`config.mk`:
```
export PLATFORM = sky130hd
export DESIGN_NAME = cspsb_top
export DESIGN_NICKNAME = d
export VERILOG_FILES = /design/src/cspsb_pkg.sv /design/src/cspsb_sticky.sv /design/src/cspsb_od_pin.sv /design/src/cspsb_top.sv
export SDC_FILE = /design/constraint.sdc
export NUM_CORES = 1
export LEC_CHECK = 0
export ABC_AREA = 1
export ABC_CLOCK_PERIOD_IN_PS = 1000
export BUFFER_PORTS_ARGS = -buffer_cell sky130_fd_sc_hd__buf_4
export CAP_MARGIN = 20
export CELL_PAD_IN_SITES_DETAIL_PLACEMENT = 0
export CELL_PAD_IN_SITES_GLOBAL_PLACEMENT = 1
export CORE_MARGIN = 4
export CORE_UTILIZATION = 30
export DETAILED_ROUTE_END_ITERATION = 12
export PLACE_DENSITY_LB_ADDON = 0.08
export SLEW_MARGIN = 10
export SYNTH_ARGS = -nofsm -noshare
export SYNTH_HDL_FRONTEND = slang
export SYNTH_HIERARCHICAL = 1
export SYNTH_SLANG_ARGS = --single-unit
```
`constraint.sdc`:
```
create_clock -name ref_clk -period 1 [get_ports ref_clk]
set_input_delay 0.2 -clock ref_clk [delete_from_list [all_inputs] [get_ports ref_clk]]
set_output_delay 0.2 -clock ref_clk [all_outputs]
set_load 0.05 [all_outputs]
```
`src/cspsb_pkg.sv`:
```
package cspsb_pkg;

  // ----------------------------------------------------------------
  // Register byte addresses
  // ----------------------------------------------------------------
  localparam logic [7:0] ADDR_NMI_CTRL = 8'h00;
  localparam logic [7:0] ADDR_NMI_GATE = 8'h04;
  localparam logic [7:0] ADDR_EV_STATUS = 8'h08;
  localparam logic [7:0] ADDR_EV_MASK = 8'h0C;
  localparam logic [7:0] ADDR_SMI_EN = 8'h10;
  localparam logic [7:0] ADDR_SMI_PEND = 8'h14;
  localparam logic [7:0] ADDR_SMI_SW = 8'h18;
  localparam logic [7:0] ADDR_STOP_CTRL = 8'h1C;
  localparam logic [7:0] ADDR_PIN_STATUS = 8'h20;

  // ----------------------------------------------------------------
  // Field positions
  // ----------------------------------------------------------------
  localparam int NMI_SERR_STS = 0;
  localparam int NMI_CHK_STS = 1;
  localparam int NMI_SERR_DIS = 2;
  localparam int NMI_CHK_DIS = 3;
  localparam int EV_NMI = 0;
  localparam int EV_SMI = 1;
  localparam int EV_STOP = 2;
  localparam int EV_SLEEP = 3;
  localparam int EV_W = 4;
  localparam int SMI_HW_W = 3;
  localparam int SMI_SW_BIT = 3;
  localparam int SMI_W = 4;
  localparam int STOP_SW = 0;
  localparam int STOP_SLEEP = 1;
  localparam int STOP_HW_EN = 2;
  localparam int PIN_NMI = 0;
  localparam int PIN_SMI = 1;
  localparam int PIN_STOP = 2;
  localparam int PIN_SLEEP = 3;
  localparam int PIN_STATE = 4;

  // ----------------------------------------------------------------
  // Reset values
  // ----------------------------------------------------------------
  localparam logic [1:0] NMI_DIS_RST = 2'h0;
  localparam logic NMI_GATE_RST = 1'b1;
  localparam logic [3:0] EV_MASK_RST = 4'h0;
  localparam logic [2:0] SMI_EN_RST = 3'h0;
  localparam logic [2:0] STOP_CTRL_RST = 3'h0;
  localparam logic [31:0] RDATA_RST = 32'h0000_0000;

  // ----------------------------------------------------------------
  // Types
  // ----------------------------------------------------------------
  typedef struct packed {
    logic [7:0] addr;
    logic [31:0] wdata;
    logic wr;
    logic rd;
  } cspsb_req_type;

  typedef struct packed {
    logic level;
    logic oe_n;
  } cspsb_od_type;

  typedef enum logic [1:0] {
    ST_RUN = 2'h0,
    ST_STOP = 2'h1,
    ST_SLEEP = 2'h3,
    ST_WAKE = 2'h2
  } cspsb_stop_state_type;

endpackage

```
`src/cspsb_sticky.sv`:
```
`timescale 1ns/100ps
`default_nettype none

module cspsb_sticky #(
  parameter int W = 1
) (
  // Clock and reset
  input wire logic ref_clk,
  input wire logic arst_n,
  // Events and clears
  input wire logic [W-1:0] set,
  input wire logic [W-1:0] clr,
  // Held flags
  output logic [W-1:0] flag
);

  typedef struct packed {
    logic [W-1:0] flag;
  } cspsb_sticky_state_type;

  cspsb_sticky_state_type state;
  cspsb_sticky_state_type next_state;

  // Set wins, so an event in the clear cycle is never lost
  always_comb begin
    next_state = state;
    next_state.flag = (state.flag & ~clr) | set;
  end

  // State register
  always_ff @(posedge ref_clk or negedge arst_n) begin
    if (!arst_n) begin
      state <= '0;
    end else begin
      state <= next_state;
    end
  end

  assign flag = state.flag;

endmodule

`default_nettype wire

```
`src/cspsb_od_pin.sv`:
```
`timescale 1ns/100ps
`default_nettype none

module cspsb_od_pin (
  // Clock and reset
  input wire logic ref_clk,
  input wire logic arst_n,
  // Control
  input wire logic assert_req,
  input wire logic hold_off,
  // Pin drive
  output cspsb_pkg::cspsb_od_type pin
);

  typedef struct packed {
    cspsb_pkg::cspsb_od_type pin;
  } cspsb_od_state_type;

  cspsb_od_state_type state;
  cspsb_od_state_type next_state;

  // Only ever pull low; suspend floats the pin
  always_comb begin
    next_state = state;
    next_state.pin.level = 1'b0;
    next_state.pin.oe_n = hold_off | ~assert_req;
  end

  // Reset floats the pin
  always_ff @(posedge ref_clk or negedge arst_n) begin
    if (!arst_n) begin
      state <= '{pin: '{level: 1'b0, oe_n: 1'b1}};
    end else begin
      state <= next_state;
    end
  end

  assign pin = state.pin;

endmodule

`default_nettype wire

```
`src/cspsb_top.sv`:
```
// What this block does
// - Raise nmi when system error or channel check occurs and is enabled.
// - Setting a source disable bit clears its condition and output.
// - nmi is allowed only while the gate bit is zero.
// - nmi is low in reset, after reset and in suspend.
// - Sleep request pulls low on demand; floats in reset and suspend.
// - Management interrupt pulls low on enabled events and software requests; floats otherwise.
// - Clock-stop request pulls low on events, clocked; floats in reset.
//
// Local design decisions: the address map and the address-and-strobe port.
`timescale 1ns/100ps
`default_nettype none

module cspsb_top (
  // Clock and reset
  input wire logic ref_clk,
  input wire logic arst_n,
  // Register port
  input wire cspsb_pkg::cspsb_req_type reg_req,
  output logic [31:0] reg_rdata,
  // Interrupt sources, active low
  input wire logic pci_serr_n,
  input wire logic isa_chk_n,
  // Management and clock-stop event sources
  input wire logic [2:0] smi_event,
  input wire logic stop_event,
  // Power-on suspend
  input wire logic pos_suspend,
  // Processor sideband pins
  output logic nmi,
  input wire logic system_mgmt_interrupt_n_in,
  output cspsb_pkg::cspsb_od_type system_mgmt_interrupt_n,
  input wire logic cpu_clock_stop_request_n_in,
  output cspsb_pkg::cspsb_od_type cpu_clock_stop_request_n,
  input wire logic cpu_sleep_request_n_in,
  output cspsb_pkg::cspsb_od_type cpu_sleep_request_n,
  // Interrupt to the local processor
  output logic irq
);

  // ----------------------------------------------------------------
  // State
  // ----------------------------------------------------------------
  typedef struct packed {
    logic [1:0] nmi_dis;
    logic nmi_gate;
    logic [3:0] ev_mask;
    logic [2:0] smi_en;
    logic [2:0] stop_ctrl;
    cspsb_pkg::cspsb_stop_state_type stop_state;
    logic nmi;
    logic irq;
    logic smi_prev;
    logic [31:0] rdata;
  } cspsb_top_state_type;

  cspsb_top_state_type state;
  cspsb_top_state_type next_state;

  logic [1:0] nmi_src;
  logic [1:0] nmi_sts;
  logic [1:0] nmi_set;
  logic [1:0] nmi_clr;
  logic [3:0] ev_sts;
  logic [3:0] ev_set;
  logic [3:0] ev_clr;
  logic [3:0] smi_pend;
  logic [3:0] smi_set;
  logic [3:0] smi_clr;
  logic wr_nmi;
  logic wr_ev;
  logic wr_smi;
  logic wr_sw;
  logic stop_req;
  logic sleep_req;
  logic stop_on;
  logic sleep_on;
  logic next_nmi;

  // ----------------------------------------------------------------
  // Write decode
  // ----------------------------------------------------------------
  // Writes to status registers clear by writing one
  assign wr_nmi = reg_req.wr && reg_req.addr == cspsb_pkg::ADDR_NMI_CTRL;
  assign wr_ev = reg_req.wr && reg_req.addr == cspsb_pkg::ADDR_EV_STATUS;
  assign wr_smi = reg_req.wr && reg_req.addr == cspsb_pkg::ADDR_SMI_PEND;
  assign wr_sw = reg_req.wr && reg_req.addr == cspsb_pkg::ADDR_SMI_SW;

  // ----------------------------------------------------------------
  // Nonmaskable interrupt sources
  // ----------------------------------------------------------------
  // Sources latch only while enabled; a disabled source is held clear
  assign nmi_src = {~isa_chk_n, ~pci_serr_n};
  assign nmi_set = nmi_src & ~state.nmi_dis;
  always_comb begin
    nmi_clr = state.nmi_dis;
    if (wr_nmi) begin
      nmi_clr = nmi_clr | reg_req.wdata[cspsb_pkg::NMI_CHK_STS:
                                        cspsb_pkg::NMI_SERR_STS];
    end
  end

  cspsb_sticky #(
    .W(2)
  ) u_nmi_sts (
    .ref_clk(ref_clk),
    .arst_n(arst_n),
    .set(nmi_set),
    .clr(nmi_clr),
    .flag(nmi_sts)
  );

  // Level output; a new request after a clear gives a fresh rising edge
  assign next_nmi = ~pos_suspend & ~state.nmi_gate
                    & |(nmi_sts & ~state.nmi_dis);

  // ----------------------------------------------------------------
  // System management interrupt sources
  // ----------------------------------------------------------------
  // Hardware events latch when enabled; one software bit on top
  always_comb begin
    smi_set = '0;
    smi_set[cspsb_pkg::SMI_HW_W-1:0] = smi_event & state.smi_en;
    smi_set[cspsb_pkg::SMI_SW_BIT] =
      wr_sw & reg_req.wdata[0];
    smi_clr = '0;
    if (wr_smi) begin
      smi_clr = reg_req.wdata[cspsb_pkg::SMI_W-1:0];
    end
  end

  cspsb_sticky #(
    .W(cspsb_pkg::SMI_W)
  ) u_smi_pend (
    .ref_clk(ref_clk),
    .arst_n(arst_n),
    .set(smi_set),
    .clr(smi_clr),
    .flag(smi_pend)
  );

  // ----------------------------------------------------------------
  // Clock-stop and sleep sequencing
  // ----------------------------------------------------------------
  // Sleep is only requested while the clock is already stopped
  assign stop_req = state.stop_ctrl[cspsb_pkg::STOP_SW]
                    | (state.stop_ctrl[cspsb_pkg::STOP_HW_EN] & stop_event);
  assign sleep_req = stop_req & state.stop_ctrl[cspsb_pkg::STOP_SLEEP];
  assign stop_on = state.stop_state != cspsb_pkg::ST_RUN;
  assign sleep_on = state.stop_state == cspsb_pkg::ST_SLEEP;

  // ----------------------------------------------------------------
  // Event status for the local interrupt
  // ----------------------------------------------------------------
  // Rising edges of each sideband request are logged
  always_comb begin
    ev_set = '0;
    ev_set[cspsb_pkg::EV_NMI] = next_nmi & ~state.nmi;
    ev_set[cspsb_pkg::EV_SMI] = (|smi_pend) & ~state.smi_prev;
    ev_set[cspsb_pkg::EV_STOP] =
      state.stop_state == cspsb_pkg::ST_RUN && stop_req && !pos_suspend;
    ev_set[cspsb_pkg::EV_SLEEP] =
      state.stop_state == cspsb_pkg::ST_STOP && stop_req && sleep_req
      && !pos_suspend;
    ev_clr = '0;
    if (wr_ev) begin
      ev_clr = reg_req.wdata[cspsb_pkg::EV_W-1:0];
    end
  end

  cspsb_sticky #(
    .W(cspsb_pkg::EV_W)
  ) u_ev_sts (
    .ref_clk(ref_clk),
    .arst_n(arst_n),
    .set(ev_set),
    .clr(ev_clr),
    .flag(ev_sts)
  );

  // ----------------------------------------------------------------
  // Next state
  // ----------------------------------------------------------------
  // Register writes, stop sequencer, outputs and read data
  always_comb begin
    next_state = state;
    next_state.nmi = next_nmi;
    next_state.irq = |(ev_sts & state.ev_mask);
    next_state.smi_prev = |smi_pend;
    // Control writes
    if (reg_req.wr) begin
      case (reg_req.addr)
        cspsb_pkg::ADDR_NMI_CTRL: begin
          next_state.nmi_dis = reg_req.wdata[cspsb_pkg::NMI_CHK_DIS:
                                             cspsb_pkg::NMI_SERR_DIS];
        end
        cspsb_pkg::ADDR_NMI_GATE: begin
          next_state.nmi_gate = reg_req.wdata[0];
        end
        cspsb_pkg::ADDR_EV_MASK: begin
          next_state.ev_mask = reg_req.wdata[cspsb_pkg::EV_W-1:0];
        end
        cspsb_pkg::ADDR_SMI_EN: begin
          next_state.smi_en = reg_req.wdata[cspsb_pkg::SMI_HW_W-1:0];
        end
        cspsb_pkg::ADDR_STOP_CTRL: begin
          next_state.stop_ctrl = reg_req.wdata[2:0];
        end
        default: begin
          next_state.nmi_gate = state.nmi_gate;
        end
      endcase
    end
    // Stop sequencer; sleep is dropped before the clock restarts
    case (state.stop_state)
      cspsb_pkg::ST_RUN: begin
        if (stop_req) begin
          next_state.stop_state = cspsb_pkg::ST_STOP;
        end
      end
      cspsb_pkg::ST_STOP: begin
        if (!stop_req) begin
          next_state.stop_state = cspsb_pkg::ST_RUN;
        end else if (sleep_req) begin
          next_state.stop_state = cspsb_pkg::ST_SLEEP;
        end
      end
      cspsb_pkg::ST_SLEEP: begin
        if (!sleep_req) begin
          next_state.stop_state = cspsb_pkg::ST_WAKE;
        end
      end
      cspsb_pkg::ST_WAKE: begin
        next_state.stop_state = cspsb_pkg::ST_STOP;
      end
      default: begin
        next_state.stop_state = cspsb_pkg::ST_RUN;
      end
    endcase
    // Suspend parks the sequencer, the pins float anyway
    if (pos_suspend) begin
      next_state.stop_state = cspsb_pkg::ST_RUN;
    end
    // Read data stands only in the cycle after the strobe
    next_state.rdata = cspsb_pkg::RDATA_RST;
    if (reg_req.rd) begin
      case (reg_req.addr)
        cspsb_pkg::ADDR_NMI_CTRL: begin
          next_state.rdata[3:0] = {state.nmi_dis, nmi_sts};
        end
        cspsb_pkg::ADDR_NMI_GATE: begin
          next_state.rdata[0] = state.nmi_gate;
        end
        cspsb_pkg::ADDR_EV_STATUS: begin
          next_state.rdata[cspsb_pkg::EV_W-1:0] = ev_sts;
        end
        cspsb_pkg::ADDR_EV_MASK: begin
          next_state.rdata[cspsb_pkg::EV_W-1:0] = state.ev_mask;
        end
        cspsb_pkg::ADDR_SMI_EN: begin
          next_state.rdata[cspsb_pkg::SMI_HW_W-1:0] = state.smi_en;
        end
        cspsb_pkg::ADDR_SMI_PEND: begin
          next_state.rdata[cspsb_pkg::SMI_W-1:0] = smi_pend;
        end
        cspsb_pkg::ADDR_STOP_CTRL: begin
          next_state.rdata[2:0] = state.stop_ctrl;
        end
        cspsb_pkg::ADDR_PIN_STATUS: begin
          next_state.rdata[cspsb_pkg::PIN_NMI] = state.nmi;
          next_state.rdata[cspsb_pkg::PIN_SMI] = system_mgmt_interrupt_n_in;
          next_state.rdata[cspsb_pkg::PIN_STOP] =
            cpu_clock_stop_request_n_in;
          next_state.rdata[cspsb_pkg::PIN_SLEEP] = cpu_sleep_request_n_in;
          next_state.rdata[cspsb_pkg::PIN_STATE+1:cspsb_pkg::PIN_STATE] =
            state.stop_state;
        end
        default: begin
          next_state.rdata = cspsb_pkg::RDATA_RST;
        end
      endcase
    end
  end

  // ----------------------------------------------------------------
  // State register
  // ----------------------------------------------------------------
  // Gate starts closed so nmi stays low until software opens it
  always_ff @(posedge ref_clk or negedge arst_n) begin
    if (!arst_n) begin
      state <= '{
        nmi_dis: cspsb_pkg::NMI_DIS_RST,
        nmi_gate: cspsb_pkg::NMI_GATE_RST,
        ev_mask: cspsb_pkg::EV_MASK_RST,
        smi_en: cspsb_pkg::SMI_EN_RST,
        stop_ctrl: cspsb_pkg::STOP_CTRL_RST,
        stop_state: cspsb_pkg::ST_RUN,
        nmi: 1'b0,
        irq: 1'b0,
        smi_prev: 1'b0,
        rdata: cspsb_pkg::RDATA_RST
      };
    end else begin
      state <= next_state;
    end
  end

  // ----------------------------------------------------------------
  // Open-drain sideband pins
  // ----------------------------------------------------------------
  // Any pending event pulls the management interrupt low
  cspsb_od_pin u_smi_pin (
    .ref_clk(ref_clk),
    .arst_n(arst_n),
    .assert_req(|smi_pend),
    .hold_off(pos_suspend),
    .pin(system_mgmt_interrupt_n)
  );

  // Clock stop follows the sequencer, one clock late
  cspsb_od_pin u_stop_pin (
    .ref_clk(ref_clk),
    .arst_n(arst_n),
    .assert_req(stop_on),
    .hold_off(pos_suspend),
    .pin(cpu_clock_stop_request_n)
  );

  // Sleep follows the sequencer only in its deepest state
  cspsb_od_pin u_sleep_pin (
    .ref_clk(ref_clk),
    .arst_n(arst_n),
    .assert_req(sleep_on),
    .hold_off(pos_suspend),
    .pin(cpu_sleep_request_n)
  );

  assign nmi = state.nmi;
  assign irq = state.irq;
  assign reg_rdata = state.rdata;

endmodule

`default_nettype wire

```
==> qor.yml <==
outcome:
  status: "finished, violations left"
  violations: "setup timing"
route:
  vias: 1940
  drt_first_pass_iters: 4
  wirelength_um: 5754
  ant_nets: 0
  drcViolationCount: 0
  drtIter0Drc: 62
  wl_per_cell_um: 12.06
  via_per_inst: 4.067
clock_network:
  clock_sinks: 37
  insertion_delay_ns: 0.30
  clk_pin_slew_worst_paths_ns: 0.08
  tritoncts: "built"
  cts_made_buffers: 5
  cts_root_buf: "clkbuf_8"
  cts.path.max_buffers: 2
  htree_num_levels: 2
placed_design:
  place_congestion: 0.8116
  dp_hpwl_um: 4560
  port_buffers: 36
  place_area_mm2: 0.002714
yosys:
  synthesis.area_mm2: 0.002246
  ys_warn_count: 6
  synth_seq_cells: 37
  synth_edf_count: 0
  async_flop_share_pct: 100.0
  syn_avg_cell_area_um2: 7.245
  synth_top_flop_cell: "dfrtp_1"
  yosys.cell_types.count: 23
  synthesis.instances: 310
  seq_area_frac_synth_pct: 41.45
cells_and_area:
  diodes: 0
  nNetsFinal: 431
  drive_above_1_share_pct: 37.57
  fillers: 803
  fin_area_mm2: 0.003085
  area.growth.synth_to_final_pct: 37.38
sta:
  rsz0062_at_grt: "true"
  fmax_mhz: 846.8
  setup_viol: 14
  period_minus_slack_ns: 1.181
  maxSlewViolCount: 0
  clock_skew_ns: 0.01232
  finalCritPeriodShare_pct: 118.1
  hold_slack_ns: 0.1295
  hold_viol: 0
  fin_ws_ns: -0.1809
worst_setup_path:
  arrival_ns: 0.98
  rrSetupSlack_ns: -0.04
  worstPathRequired_ns: 0.80
  path_cells: "buf_8"
  cp-start-kind: "register"
  slowest_delay_ns: 0.54
  crit_buf_inv: 1
  critPathTopFamily: "flip-flops"
  crit_type: "reg2out"
  worstPathMaxFanout: 1
  crit_path_end_kind: "primary output"
  slowest_stage: "dfstp_2"
floorplan:
  core_mm2: 0.007253
  rows: 31
  die_h_um: 94.53
  ioPinCount: 94
  dieWidth_um: 94.53
  start_util_pct: 30.96
  dieArea_mm2: 0.008935
hold_path:
  hold_class: "in2reg"
global_routing:
  grt_max_degree: 21
  grt_overflow_total: 0
  grt_pass1_vias: 1811
  antenna_found_initial: 0
  grt_pass1_wl_um: 9032
  track_usage_pct: 13.41
pwr:
  power_density_mw_per_mm2: 1393
  finalPower_mw: 4.298
  max-vdd-ir-drop_uv: 453.0
  p_leak_nw: 1.591
flow_run:
  max_cap_violations: 0
state kept, by name, indices dropped and copies added (netlist names), 2 cells and up:
register	cells
state	16
reg_rdata	6
u_ev_sts/flag	4
u_smi_pend/flag	4
u_nmi_sts/flag	2
cell type report:
cell class | count | area (µm²) | area share (%)
multi-input cells | 210 | 1109 | 35.93
flip-flops and latches | 37 | 932.1 | 30.21
repair buffers | 71 | 610.6 | 19.79
inverters | 52 | 202.7 | 6.569
well taps | 99 | 123.9 | 4.015
clock buffers | 6 | 72.57 | 2.352
clock inverters | 2 | 35.03 | 1.135
layer usage:
layer	global-route usage (%)	routed length [µm]	up-vias
met1	17.62	2668	873
met3	3.028	283	7
met4	4.327	75	0
met2	21.87	2726	44
met5	0	0	-
li1	-	-	1016
worst paths after layout:
check	from	endpoint	depth (start not counted)
worst max-delay path	u_smi_pin/pin[0]	system_mgmt_interrupt_n[0]	1
worst min-delay path	pos_suspend	u_sleep_pin/pin[0]	3
worst max register to register	state[39]	state[35]	6
worst min register to register	state[32]	u_ev_sts/flag[1]	3
max in group asynchronous	arst_n	state[42]	3
min in group asynchronous	arst_n	reg_rdata[5]	2
Yosys cell counts (2+ instances only):
cell | n | share of area (%)
a21oi_1 | 6 | 1.3
buf_4 | 35 | 12
conb_1 | 4 | 0.67
dfrtp_1 | 33 | 37
dfstp_2 | 4 | 4.7
inv_1 | 50 | 8.4
inv_2 | 2 | 0.33
nand2_1 | 80 | 13
nand2_2 | 3 | 0.84
nand3_1 | 25 | 5.6
nor2_1 | 31 | 5.2
nor2_2 | 3 | 0.84
nor2_4 | 5 | 2.5
nor3_1 | 5 | 1.1
o21ai_0 | 14 | 3.1
o21ai_1 | 3 | 0.67
cell usage in the layout, fill, tap and decap left out, drive strengths merged, types with 4 or more instances in the layout:
cell type / count
nor2: 39
a21oi: 6
o21ai: 18
nor3: 5
clkbuf: 6
nand2: 84
dfstp: 4
buf: 70
nand3: 25
inv: 52
conb: 29
dfrtp: 33
cell families after synthesis:
logic type             Yosys count  synth area share [%]
and+or+nand+nor                155                 30.47
buffers and inverters           88                 21.28
DFF                             37                 41.45
AOI/OAI and AO/OA               26                 6.128
other                            4                0.6683
metrics by stage:
stage / util, % / worst slack [ns] / setup TNS (ns) / cells
finish: 42.54 / -0.1809 / -0.8309 / 477
global route: 42.54 / -0.2023 / -1.523 / 477
CTS: 40.28 / -0.1923 / -0.9614 / 475
detailed placement: 37.42 / -0.2580 / -5.870 / 465
global placement: 37.42 / -0.2659 / -5.782 / 465
floorplan: - / 0.0002348 / 0 / 335
power breakdown:
group / switching (mW) / internal (mW) / leakage (nW)
combinational: 0.759 / 0.415 / 1.07
sequential: 0.127 / 1.68 / 0.463
clock: 0.579 / 0.741 / 0.0552
timing repair:
| item | 4_1_cts | 5_1_grt |
|---|---|---|
| endpoints found under the setup margin | 16 | 29 |
| resized for setup | 26 | 46 |
| endpoints found under the hold margin | 12 | 0 |
| buffers inserted | 1 | 3 |
| pin swaps | 2 | 23 |
| hold buffers | 1 | 0 |
Note: power is estimated with default switching activity, not from simulation.
